$ cat config.mk
export PLATFORM = sky130hd
export DESIGN_NAME = bpx_core
export DESIGN_NICKNAME = d
export VERILOG_FILES = /design/src/design/bpx_iram.v /design/src/design/bpx_core.v
export VERILOG_INCLUDE_DIRS = /design/src /design/src/design
export SDC_FILE = /design/constraint.sdc
export NUM_CORES = 2
export LEC_CHECK = 0
export ABC_AREA = 0
export BUFFER_PORTS_ARGS = -buffer_cell sky130_fd_sc_hd__buf_2
export CAP_MARGIN = 20
export CORE_ASPECT_RATIO = 1.5
export CORE_MARGIN = 2
export CORE_UTILIZATION = 43
export CTS_BUF_LIST = sky130_fd_sc_hd__clkbuf_8
export DETAILED_ROUTE_END_ITERATION = 12
export GPL_TIMING_DRIVEN = 0
export PLACE_DENSITY = 0.66
export SLEW_MARGIN = 0
export SYNTH_ARGS = -nofsm -noshare
export SYNTH_HDL_FRONTEND = slang
export SYNTH_SLANG_ARGS = --single-unit
$ cat constraint.sdc
create_clock -name mclk -period 12.2 [get_ports mclk]
set_input_delay 2.44 -clock mclk [delete_from_list [all_inputs] [get_ports mclk]]
set_output_delay 2.44 -clock mclk [all_outputs]
set_load 0.005 [all_outputs]
$ cat src/design/bpx_defines.vh
// constants for the bit processor, table read and branch core
`ifndef BPX_DEFINES_VH
`define BPX_DEFINES_VH
// timing: one machine cycle is 1000 ns, clock is 10 MHz
`define BPX_CLK_KHZ 10000
`define BPX_MCYC_NS 1000
`define BPX_MCYC_CLKS ((`BPX_MCYC_NS * `BPX_CLK_KHZ + 999999) / 1000000)
// reset values
`define BPX_STK_RST 8'h07
`define BPX_PORT_RST 8'hff
`define BPX_PC_RST 16'h0000
// special register byte addresses
`define BPX_SF_P0 8'h80
`define BPX_SF_STK 8'h81
`define BPX_SF_DPLO 8'h82
`define BPX_SF_DPHI 8'h83
`define BPX_SF_P1 8'h90
`define BPX_SF_P2 8'ha0
`define BPX_SF_P3 8'hb0
`define BPX_SF_STAT 8'hd0
`define BPX_SF_WREG 8'he0
// status word fields
`define BPX_ST_CY 7
`define BPX_ST_RS_HI 4
`define BPX_ST_RS_LO 3
// bit addresses below 80h live in bytes 20h..2fh
`define BPX_BITRAM_BASE 4'h2
// opcodes
`define BPX_OP_TBL_DP 8'h93
`define BPX_OP_TBL_PC 8'h83
`define BPX_OP_ANC 8'h82
`define BPX_OP_ANCN 8'hb0
`define BPX_OP_ORC 8'h72
`define BPX_OP_ORCN 8'ha0
`define BPX_OP_LDC 8'ha2
`define BPX_OP_STC 8'h92
`define BPX_OP_CLRC 8'hc3
`define BPX_OP_CLRB 8'hc2
`define BPX_OP_SETC 8'hd3
`define BPX_OP_SETBIT 8'hd2
`define BPX_OP_INVC 8'hb3
`define BPX_OP_INVB 8'hb2
`define BPX_OP_JOC 8'h40
`define BPX_OP_JNOC 8'h50
`define BPX_OP_JBS 8'h20
`define BPX_OP_JBCL 8'h30
`define BPX_OP_JBSC 8'h10
`define BPX_OP_SBR 8'h80
`define BPX_OP_LJ 8'h02
`define BPX_OP_LSUB 8'h12
`define BPX_OP_SUBX 8'h22
`define BPX_OP_PG_LO 4'h1
`define BPX_OP_LD_A_DIR 8'he5
`define BPX_OP_LD_A_IMM 8'h74
`define BPX_OP_LD_DP 8'h90
`define BPX_OP_ST_DIR_A 8'hf5
`define BPX_OP_LD_A_RN 8'he8
`define BPX_OP_ST_RN_A 8'hf8
`define BPX_OP_LD_A_IND 8'he6
`define BPX_OP_ST_IND_A 8'hf6
`define BPX_MASK_RN 8'hf8
`define BPX_MASK_IND 8'hfe
`endif

$ cat src/design/bpx_iram.v
// internal data ram with registered read data
`timescale 1ns/10ps
`default_nettype none
module bpx_iram #(
    parameter AW = 8,
    parameter DW = 8
) (
    // clock and enable
    input wire mclk,
    input wire ce,
    // single port, write and read share the address
    input wire we,
    input wire [AW-1:0] addr,
    input wire [DW-1:0] wdata,
    output reg [DW-1:0] rdata_q
);

reg [DW-1:0] mem [0:(1<<AW)-1];

// read returns the old contents on a simultaneous write
always @(posedge mclk) begin
    if (ce) begin
        if (we) begin
            mem[addr] <= wdata;
        end
        rdata_q <= mem[addr];
    end
end

endmodule // bpx_iram
`default_nettype wire

$ cat src/design/bpx_core.v
// bit processor, table read and branch execution core
// Function
// - table read at data pointer plus working register loads working register
// - table read based on program counter uses address of next instruction
// - table fetch from program memory strobes program_store_enable_n
// - table reads only read program memory, never write it
// - bit address 00h-7fh in lower ram, 80h-ffh in special space
// - 128 bits in lower ram, up to 128 more in special space
// - single-bit port write changes only that latch line
// - and/or/store carry take two cycles, load/clear/set/invert take one
// - carry is the one-bit accumulator with carry-only opcodes
// - every status word bit, carry included, is bit addressable
// - no exclusive-or between carry and bit, only and and or
// - branch on bit set when one, on clear when zero, two cycles
// - test-and-clear branch jumps on one and clears the bit
// - taken branch adds signed offset to next instruction address
// - relative offset is an 8-bit field of every relative branch
// - bank register operand picks one of eight in current bank
// - direct byte 0-127 is ram, 128-255 special registers
// - indirect operand uses bank register 0 or 1 as ram pointer
// - immediate operands are 8-bit or 16-bit instruction bytes
// - long jump and long call carry a full 16-bit target
// - page jump and call keep 11 bits within next instruction 2k page
`timescale 1ns/10ps
`default_nettype none
`include "bpx_defines.vh"
module bpx_core #(
    parameter integer MCYC_CLKS = `BPX_MCYC_CLKS
) (
    // clock, reset, enable
    input wire mclk,
    input wire rst,
    input wire ce,
    // program memory
    input wire [7:0] prog_rdata,
    output reg [15:0] prog_addr_q,
    output reg program_store_enable_n,
    // port output latches, port 0 in the low byte
    output reg [31:0] port_latch_q,
    // one-cycle pulse as each instruction completes
    output reg retire_q
);

localparam [6:0] ST_FET = 7'h01;
localparam [6:0] ST_FCAP = 7'h02;
localparam [6:0] ST_DEC = 7'h04;
localparam [6:0] ST_RD = 7'h08;
localparam [6:0] ST_EXE = 7'h10;
localparam [6:0] ST_TBL = 7'h20;
localparam [6:0] ST_WAIT = 7'h40;
localparam [8:0] MC1 = MCYC_CLKS[8:0];

// instruction length in bytes
function [1:0] f_len;
    input [7:0] op;
    begin
        case (op)
            `BPX_OP_JBS, `BPX_OP_JBCL, `BPX_OP_JBSC, `BPX_OP_LJ,
            `BPX_OP_LSUB, `BPX_OP_LD_DP: f_len = 2'd3;
            `BPX_OP_ANC, `BPX_OP_ANCN, `BPX_OP_ORC, `BPX_OP_ORCN,
            `BPX_OP_LDC, `BPX_OP_STC, `BPX_OP_CLRB, `BPX_OP_SETBIT,
            `BPX_OP_INVB, `BPX_OP_JOC, `BPX_OP_JNOC, `BPX_OP_SBR,
            `BPX_OP_LD_A_DIR, `BPX_OP_LD_A_IMM,
            `BPX_OP_ST_DIR_A: f_len = 2'd2;
            default: f_len = (op[3:0] == `BPX_OP_PG_LO) ? 2'd2 : 2'd1;
        endcase
    end
endfunction

// machine cycles per instruction
function f_two_mc;
    input [7:0] op;
    begin
        case (op)
            `BPX_OP_ANC, `BPX_OP_ANCN, `BPX_OP_ORC, `BPX_OP_ORCN,
            `BPX_OP_STC, `BPX_OP_JOC, `BPX_OP_JNOC, `BPX_OP_JBS,
            `BPX_OP_JBCL, `BPX_OP_JBSC, `BPX_OP_SBR, `BPX_OP_TBL_DP,
            `BPX_OP_TBL_PC, `BPX_OP_LJ, `BPX_OP_LSUB, `BPX_OP_SUBX,
            `BPX_OP_LD_DP: f_two_mc = 1'b1;
            default: f_two_mc = (op[3:0] == `BPX_OP_PG_LO);
        endcase
    end
endfunction

// opcodes that read a byte holding an addressed bit
function f_bitop;
    input [7:0] op;
    begin
        case (op)
            `BPX_OP_ANC, `BPX_OP_ANCN, `BPX_OP_ORC, `BPX_OP_ORCN,
            `BPX_OP_LDC, `BPX_OP_STC, `BPX_OP_CLRB, `BPX_OP_SETBIT,
            `BPX_OP_INVB, `BPX_OP_JBS, `BPX_OP_JBCL,
            `BPX_OP_JBSC: f_bitop = 1'b1;
            default: f_bitop = 1'b0;
        endcase
    end
endfunction

// byte that holds a bit address
function [7:0] f_bit_byte;
    input [7:0] b;
    begin
        if (b[7]) begin
            f_bit_byte = {b[7:3], 3'b000};
        end else begin
            f_bit_byte = {`BPX_BITRAM_BASE, b[6:3]};
        end
    end
endfunction

// replace one bit of a byte, others kept
function [7:0] f_put;
    input [7:0] byte_in;
    input [2:0] idx;
    input val;
    begin
        f_put = byte_in;
        f_put[idx] = val;
    end
endfunction

reg [6:0] state_q;
reg [15:0] prog_cnt_q;
reg [15:0] dp_q;
reg [7:0] wreg_q;
reg [7:0] stat_q;
reg [7:0] stk_q;
reg [7:0] op_q;
reg [7:0] b1_q;
reg [7:0] b2_q;
reg [7:0] hi_q;
reg [7:0] mem_addr_q;
reg mem_sf_q;
reg phase_q;
reg [1:0] idx_q;
reg [8:0] cnt_q;
reg [7:0] sf_rdata;
reg wr_en;
reg [7:0] wr_data;
wire [7:0] ram_rdata;

wire [1:0] bank = stat_q[`BPX_ST_RS_HI:`BPX_ST_RS_LO];
wire cy = stat_q[`BPX_ST_CY];
wire [7:0] rdata = mem_sf_q ? sf_rdata : ram_rdata;
wire bitv = rdata[b1_q[2:0]];
wire [1:0] cur_len = f_len((idx_q == 2'd0) ? prog_rdata : op_q);
wire is_pg = (op_q[3:0] == `BPX_OP_PG_LO);
wire is_call = (op_q == `BPX_OP_LSUB) | (is_pg & op_q[4]);
wire is_ind_ld = ((op_q & `BPX_MASK_IND) == `BPX_OP_LD_A_IND);
wire is_ind_st = ((op_q & `BPX_MASK_IND) == `BPX_OP_ST_IND_A);
wire is_rn_ld = ((op_q & `BPX_MASK_RN) == `BPX_OP_LD_A_RN);
wire is_rn_st = ((op_q & `BPX_MASK_RN) == `BPX_OP_ST_RN_A);
// offset is byte 2 for bit tests, byte 1 otherwise
wire [7:0] rel = f_bitop(op_q) ? b2_q : b1_q;
// counter already points past the instruction
wire [15:0] br_tgt = prog_cnt_q + {{8{rel[7]}}, rel};
wire [15:0] pg_tgt = {prog_cnt_q[15:11], op_q[7:5], b1_q};
wire [15:0] call_tgt = is_pg ? pg_tgt : {b1_q, b2_q};
wire [8:0] budget_m1 = (f_two_mc(op_q) ? {MC1[7:0], 1'b0} : MC1) - 9'd1;

// special register read; parity always follows the working register
always @* begin
    case (mem_addr_q)
        `BPX_SF_P0: sf_rdata = port_latch_q[7:0];
        `BPX_SF_P1: sf_rdata = port_latch_q[15:8];
        `BPX_SF_P2: sf_rdata = port_latch_q[23:16];
        `BPX_SF_P3: sf_rdata = port_latch_q[31:24];
        `BPX_SF_STK: sf_rdata = stk_q;
        `BPX_SF_DPLO: sf_rdata = dp_q[7:0];
        `BPX_SF_DPHI: sf_rdata = dp_q[15:8];
        `BPX_SF_STAT: sf_rdata = {stat_q[7:1], ^wreg_q};
        `BPX_SF_WREG: sf_rdata = wreg_q;
        default: sf_rdata = 8'h00;
    endcase
end

// byte write of the execute step, bit writes go through the whole byte
always @* begin
    wr_en = 1'b0;
    wr_data = rdata;
    if (state_q == ST_EXE) begin
        case (op_q)
            `BPX_OP_STC: begin
                wr_en = 1'b1;
                wr_data = f_put(rdata, b1_q[2:0], cy);
            end
            `BPX_OP_CLRB: begin
                wr_en = 1'b1;
                wr_data = f_put(rdata, b1_q[2:0], 1'b0);
            end
            `BPX_OP_SETBIT: begin
                wr_en = 1'b1;
                wr_data = f_put(rdata, b1_q[2:0], 1'b1);
            end
            `BPX_OP_INVB: begin
                wr_en = 1'b1;
                wr_data = f_put(rdata, b1_q[2:0], ~bitv);
            end
            `BPX_OP_JBSC: begin
                wr_en = bitv;
                wr_data = f_put(rdata, b1_q[2:0], 1'b0);
            end
            `BPX_OP_ST_DIR_A: begin
                wr_en = 1'b1;
                wr_data = wreg_q;
            end
            default: begin
                if (is_call) begin
                    // low byte pushed first
                    wr_en = 1'b1;
                    wr_data = phase_q ? prog_cnt_q[15:8] : prog_cnt_q[7:0];
                end else if (is_rn_st || (is_ind_st && phase_q)) begin
                    wr_en = 1'b1;
                    wr_data = wreg_q;
                end
            end
        endcase
    end
end

bpx_iram #(
    .AW(8),
    .DW(8)
) u_iram (
    .mclk(mclk),
    .ce(ce),
    .we(wr_en & ~mem_sf_q),
    .addr(mem_addr_q),
    .wdata(wr_data),
    .rdata_q(ram_rdata)
);

// sequencer: fetch, decode, operand read, execute, pad to cycle budget
always @(posedge mclk) begin
    if (rst) begin
        state_q <= ST_FET;
        prog_cnt_q <= `BPX_PC_RST;
        prog_addr_q <= `BPX_PC_RST;
        program_store_enable_n <= 1'b1;
        port_latch_q <= {4{`BPX_PORT_RST}};
        retire_q <= 1'b0;
        dp_q <= 16'h0000;
        wreg_q <= 8'h00;
        stat_q <= 8'h00;
        stk_q <= `BPX_STK_RST;
        op_q <= 8'h00;
        b1_q <= 8'h00;
        b2_q <= 8'h00;
        hi_q <= 8'h00;
        mem_addr_q <= 8'h00;
        mem_sf_q <= 1'b0;
        phase_q <= 1'b0;
        idx_q <= 2'd0;
        cnt_q <= 9'd0;
    end else if (ce) begin
        retire_q <= 1'b0;
        cnt_q <= cnt_q + 9'd1;
        // special register byte writes; one port byte per write
        if (wr_en && mem_sf_q) begin
            case (mem_addr_q)
                `BPX_SF_P0: port_latch_q[7:0] <= wr_data;
                `BPX_SF_P1: port_latch_q[15:8] <= wr_data;
                `BPX_SF_P2: port_latch_q[23:16] <= wr_data;
                `BPX_SF_P3: port_latch_q[31:24] <= wr_data;
                `BPX_SF_STK: stk_q <= wr_data;
                `BPX_SF_DPLO: dp_q[7:0] <= wr_data;
                `BPX_SF_DPHI: dp_q[15:8] <= wr_data;
                `BPX_SF_STAT: stat_q <= wr_data;
                `BPX_SF_WREG: wreg_q <= wr_data;
                default: ;
            endcase
        end
        case (state_q)
            ST_FET: begin
                prog_addr_q <= prog_cnt_q;
                program_store_enable_n <= 1'b0;
                state_q <= ST_FCAP;
            end
            ST_FCAP: begin
                // immediates come straight from instruction bytes
                program_store_enable_n <= 1'b1;
                prog_cnt_q <= prog_cnt_q + 16'd1;
                case (idx_q)
                    2'd0: op_q <= prog_rdata;
                    2'd1: b1_q <= prog_rdata;
                    default: b2_q <= prog_rdata;
                endcase
                if (idx_q + 2'd1 == cur_len) begin
                    idx_q <= 2'd0;
                    state_q <= ST_DEC;
                end else begin
                    idx_q <= idx_q + 2'd1;
                    state_q <= ST_FET;
                end
            end
            ST_DEC: begin
                phase_q <= 1'b0;
                state_q <= ST_EXE;
                mem_sf_q <= 1'b0;
                if (f_bitop(op_q)) begin
                    mem_addr_q <= f_bit_byte(b1_q);
                    mem_sf_q <= b1_q[7];
                    state_q <= ST_RD;
                end else if (op_q == `BPX_OP_LD_A_DIR ||
                             op_q == `BPX_OP_ST_DIR_A) begin
                    mem_addr_q <= b1_q;
                    mem_sf_q <= b1_q[7];
                    if (op_q == `BPX_OP_LD_A_DIR) begin
                        state_q <= ST_RD;
                    end
                end else if (op_q == `BPX_OP_TBL_DP) begin
                    // program memory has no write path here
                    prog_addr_q <= dp_q + {8'h00, wreg_q};
                    program_store_enable_n <= 1'b0;
                    state_q <= ST_TBL;
                end else if (op_q == `BPX_OP_TBL_PC) begin
                    prog_addr_q <= prog_cnt_q + {8'h00, wreg_q};
                    program_store_enable_n <= 1'b0;
                    state_q <= ST_TBL;
                end else if (is_call) begin
                    mem_addr_q <= stk_q + 8'd1;
                end else if (op_q == `BPX_OP_SUBX) begin
                    mem_addr_q <= stk_q;
                    state_q <= ST_RD;
                end else if (is_rn_ld || is_rn_st) begin
                    mem_addr_q <= {3'b000, bank, op_q[2:0]};
                    if (is_rn_ld) begin
                        state_q <= ST_RD;
                    end
                end else if (is_ind_ld || is_ind_st) begin
                    mem_addr_q <= {3'b000, bank, 2'b00, op_q[0]};
                    state_q <= ST_RD;
                end
            end
            ST_RD: begin
                state_q <= ST_EXE;
            end
            ST_TBL: begin
                wreg_q <= prog_rdata;
                program_store_enable_n <= 1'b1;
                state_q <= ST_WAIT;
            end
            ST_EXE: begin
                state_q <= ST_WAIT;
                case (op_q)
                    // only and/or forms exist, no exclusive-or
                    `BPX_OP_ANC: stat_q[`BPX_ST_CY] <= cy & bitv;
                    `BPX_OP_ANCN: stat_q[`BPX_ST_CY] <= cy & ~bitv;
                    `BPX_OP_ORC: stat_q[`BPX_ST_CY] <= cy | bitv;
                    `BPX_OP_ORCN: stat_q[`BPX_ST_CY] <= cy | ~bitv;
                    `BPX_OP_LDC: stat_q[`BPX_ST_CY] <= bitv;
                    `BPX_OP_CLRC: stat_q[`BPX_ST_CY] <= 1'b0;
                    `BPX_OP_SETC: stat_q[`BPX_ST_CY] <= 1'b1;
                    `BPX_OP_INVC: stat_q[`BPX_ST_CY] <= ~cy;
                    `BPX_OP_JOC: if (cy) prog_cnt_q <= br_tgt;
                    `BPX_OP_JNOC: if (!cy) prog_cnt_q <= br_tgt;
                    `BPX_OP_JBS: if (bitv) prog_cnt_q <= br_tgt;
                    `BPX_OP_JBCL: if (!bitv) prog_cnt_q <= br_tgt;
                    `BPX_OP_JBSC: if (bitv) prog_cnt_q <= br_tgt;
                    `BPX_OP_SBR: prog_cnt_q <= br_tgt;
                    `BPX_OP_LJ: prog_cnt_q <= {b1_q, b2_q};
                    `BPX_OP_LD_A_DIR: wreg_q <= rdata;
                    `BPX_OP_LD_A_IMM: wreg_q <= b1_q;
                    `BPX_OP_LD_DP: dp_q <= {b1_q, b2_q};
                    `BPX_OP_SUBX: begin
                        // high byte sits on top of the stack
                        if (phase_q) begin
                            prog_cnt_q <= {hi_q, rdata};
                            stk_q <= stk_q - 8'd2;
                        end else begin
                            hi_q <= rdata;
                            mem_addr_q <= stk_q - 8'd1;
                            phase_q <= 1'b1;
                            state_q <= ST_RD;
                        end
                    end
                    default: begin
                        if (is_call) begin
                            stk_q <= stk_q + 8'd1;
                            if (phase_q) begin
                                prog_cnt_q <= call_tgt;
                            end else begin
                                mem_addr_q <= stk_q + 8'd2;
                                phase_q <= 1'b1;
                                state_q <= ST_EXE;
                            end
                        end else if (is_pg) begin
                            prog_cnt_q <= pg_tgt;
                        end else if (is_rn_ld) begin
                            wreg_q <= rdata;
                        end else if ((is_ind_ld || is_ind_st) && !phase_q) begin
                            // pointer fetched, now address the target
                            mem_addr_q <= rdata;
                            phase_q <= 1'b1;
                            state_q <= is_ind_ld ? ST_RD : ST_EXE;
                        end else if (is_ind_ld) begin
                            wreg_q <= rdata;
                        end
                    end
                endcase
            end
            ST_WAIT: begin
                // pad so every instruction lasts whole machine cycles
                if (cnt_q >= budget_m1) begin
                    retire_q <= 1'b1;
                    cnt_q <= 9'd0;
                    state_q <= ST_FET;
                end
            end
            default: begin
                state_q <= ST_FET;
            end
        endcase
    end
end

endmodule // bpx_core
`default_nettype wire

==> impl_results.md <==
- Die area: 219000 um^2
- CP startpoint kind: register
- M2 GR Usage: 51.2%
- Status: completed
- Die Y: 572 um
- Syn Area/Cell: 18.0 um^2
- Endpoint of the worst-slack reg-to-reg timing path: u_iram.mem[67][7]$_DFFE_PP_
- Main synth FF type: edfxtp_1
- EDFF count, synth: 2056
- Required time worst endpoint: 12.75 ns
- Root Buffer: clkbuf_8
- Main combinational cell family by area after synthesis: multiplexers
- Peak Freq: 0.122 GHz
- CP max stage delay: 1.07 ns
- Pleak: 32.5 nW
- Ys async rst share: 0%
- Die X: 383 um
- CTS Hold Bufs: 0
- Largest net degree at the start of global routing: 167
- WP buf/inv: 8
- CTS tree: yes
- Worst Reg2Reg Path Length in Cells: 10
- Critical-path top delay cell: nand4_1
- Final HPWL from detailed placement: 245000 um
- Multiplexer area fraction after synthesis: 17.1%
- Final wirelength: 350000 um
- Final core occ: 49.0%
- Min Tclk post-route: 8.19 ns
- Setup Skew: 0.0852 ns
- Fin crit share: 67.1%
- PortBufs: 59
- Inserted Clock Buffers: 328
- Fillers: 17701
- Syn_nets: 5194
- Per-cell routed wire length: 40.0 um
- Congestion Overflow GR: 0
- Crit-path max FO: 13
- Synth Area in XOR/XNOR: 0.498%
- Vias in the first global route: 56429
- Seq cells post-synth: 2221
- Post-Syn Area: 92500 um^2
- Area grow syn2layout: 13.2%
- Worst vdd ir: 0.0750 mV
- Initial Util: 43.3%
- Number of post-CTS setup repair buffers: 0
- Total negative slack: 0 ns
- Fin worst setup slack: 4.01 ns
- CP cell instances: buf_2 > buf_2 > buf_2 > buf_2 > buf_2 > buf_2 > buf_1 > nand4_1 > clkbuf_2 > nor2_1
- Critical R2R Launch: mem_addr_q[0]$_SDFFE_PP0P_
- Slew Viols, Final: 0
- Placed cells: 8135
- Tightest Pin Transition: 1.37 ns
- DRT Pass-1 Iters: 7
- First-pass GRT wire length: 469000 um
- Worst Path Class, Setup: register to register
- Core Region: 214000 um^2
- Met1 usage: 33.9%
- Initial antenna violation count: 17
- Compound-Gate Fraction of Synth Area: 4.48%
- CP Data Arrival Time: 8.74 ns
- Buffer depth of the longest clock path: 4
- DRC violations left: 0
- Worst hold-check path type: register to register
- Top Usage Layer GRT: met2
- DRT iter0 DRCs: 8654
- Most Frequent Cell on Critical Path: buf_2
- Routability Congestion: 1.03
- Simple-Gate Fraction of Synth Area: 5.46%
- Vias: 57017
- Synth Instances: 5146
- Yosys warns: 0
- Adder-cell share of the synthesized area: 0.517%
- Layout cells sized above 1: 24.6%
- Clock transition at path regs: 0.06 ns
- Final Setup Violations: 0
- Hold_ws: 0.454 ns
- GRT Resource Usage Total: 31.7%
- Clock Latency Late Sink: 0.99 ns
- # resized after CTS: 0
- Hold path start: prog_addr_q[8]$_SDFFE_PP0P_
- Critical path endpoint category: register
- Register area share after synthesis: 70.3%
- Fin nets: 5690
- FF-to-FF setup slack: 4.01 ns
- Library cells used by synthesis: 95
- # Max-Cap Violations: 0
- Cell family with most CP delay: buffers and inverters
- Post-DR vias/cell: 6.52
- IO Count: 61
- Htree depth: 5
- Hold Crit Endpoint: prog_addr_q[8]$_SDFFE_PP0P_
- Clk sinks: 2221
- Unrepaired setup endpoints after global routing: false
- Max-slew headroom: 8.89%
- Routed Antenna Nets: 0
- Pwr dens: 139 nW/um^2
- Worst Hold Depth: 2
- Num rows: 208
- DP Worst Slack: 4.26 ns
- CP Depth: 10
- Non-filler cells, final: 8751
- Met3 Use GR: 7.95%
- Final Hold Viols: 0
[cell usage in the layout (no fill, tap or decap), types with 23 or more instances in the layout]
cell type and count:
inv_1 133, and3_1 24, ha_1 35, nand4_1 27
clkbuf_8 335, clkbuf_2 37, clkbuf_1 174, nor3_1 60
o21ai_0 90, o22ai_1 32, o211ai_1 24, a21oi_1 173
clkinv_1 92, dfxtp_1 165, buf_2 158, mux2i_1 75
edfxtp_1 2056, nor2_1 449, mux4_2 651, nand2_1 242
clkinv_2 31, a31oi_1 31, buf_8 45, nor2b_1 42
buf_16 24, nand3_1 103, a22oi_1 23, buf_1 28
xnor2_1 31, a211oi_1 26, mux2_2 32
[worst max path at each step]
stage                                     from                      endpoint  slack (ns)
finish              mem_addr_q[0]$_SDFFE_PP0P_   u_iram.mem[67][7]$_DFFE_PP_        4.01
global route        mem_addr_q[0]$_SDFFE_PP0P_   u_iram.mem[67][7]$_DFFE_PP_        4.18
CTS                 mem_addr_q[0]$_SDFFE_PP0P_   u_iram.mem[99][7]$_DFFE_PP_        4.21
detailed placement  mem_addr_q[0]$_SDFFE_PP0P_   u_iram.mem[99][5]$_DFFE_PP_        4.26
global placement          op_q[3]$_SDFFE_PP0P_  u_iram.mem[250][0]$_DFFE_PP_       -8.80
floorplan                 op_q[1]$_SDFFE_PP0P_    u_iram.mem[0][0]$_DFFE_PP_        0.75
[worst min-delay path, delay by kind of cell (launching register included)]
family,cells,cell delay (ns)
compound gates,1,0.05
simple gates,1,0.05
flops,1,0.31
[Yosys cell counts, drive strengths merged, types with 9 or more instances]
library cell,instances,area [um^2]
mux2i,77,771
a311oi,10,87.6
nand4b,9,121
nor2,449,1690
a31oi,34,219
or3,18,113
nor2b,42,263
edfxtp,2056,61700
o21a,10,75.1
dfxtp,165,3300
nand4,27,169
o32ai,18,165
and2,10,62.6
nand3b,11,82.6
clkbuf,211,792
a221oi,21,201
nand2b,14,87.6
nand2,243,915
a22oi,23,173
nor3b,14,105
nor4,13,111
a21oi,175,883
a22o,9,78.8
o211ai,25,193
a21o,15,113
mux4,651,14700
mux2,32,360
o22ai,32,200
nand3,106,546
xor2,19,166
ha,35,438
buf,130,589
o21ai,94,470
xnor2,31,272
a211oi,27,203
nor3,61,310
and3,24,150
inv,43,161
o221ai,16,140
[metal layers]
metal | vias to the layer above | routed length, um
li1 | 22062 | -
met1 | 29392 | 108000
met2 | 4233 | 167000
met3 | 1314 | 35100
met4 | 16 | 40000
met5 | - | 220
[registers in the layout, indices dropped and copies added (netlist names), 2 cells and up]
| register | count |
|---|---|
| u_iram.rdata_q | 8 |
| mem_addr_q | 8 |
| wreg_q | 8 |
| b1_q | 8 |
| u_iram.mem | 2048 |
| b2_q | 8 |
| state_q | 7 |
| idx_q | 2 |
| hi_q | 8 |
| port_latch_q | 32 |
| prog_addr_q | 16 |
| stk_q | 8 |
| prog_cnt_q | 16 |
| stat_q | 7 |
| dp_q | 16 |
| cnt_q | 9 |
| op_q | 8 |
[power by group]
part / internal (mW) / switching [mW]
logic: 0.0692 / 0.220
clock network: 3.01 / 2.97
registers: 8.29 / 0.00891
[per-stage QoR]
step	total power, mW	cell area, um^2
after CTS	14.6	105000
after global placement	8.74	96400
after global routing	14.9	105000
final	14.6	105000
after floorplan	8.60	92500
after detailed placement	8.74	98300
[layout make-up]
type                       count  area, um^2  area share (%)
timing repair buffer         166        2180            2.08
clock buffer                 335        4610            4.40
buffer                       341        1480            1.41
inverter                      46         188           0.179
antenna                       17        42.5          0.0406
multi-input combinational   2538       26000            24.8
sequential                  2221       65000            62.1
tap                         2835        3550            3.39
clock inverter               252        1620            1.55
[kinds of logic (layout without fill, tap and decap cells)]
| group | count (synthesis) | after routing |
|---|---|---|
| xor gates and xnor gates | 51 | 51 |
| buffers and inverters | 387 | 1140 |
| muxes | 760 | 760 |
| other | 0 | 17 |
| AOI/OAI and AO/OA | 612 | 612 |
| and+or+nand+nor | 1078 | 1078 |
| DFF | 2221 | 2221 |
| adders and majority gates | 37 | 37 |
No activity file was read; power rests on OpenSTA's default activity.
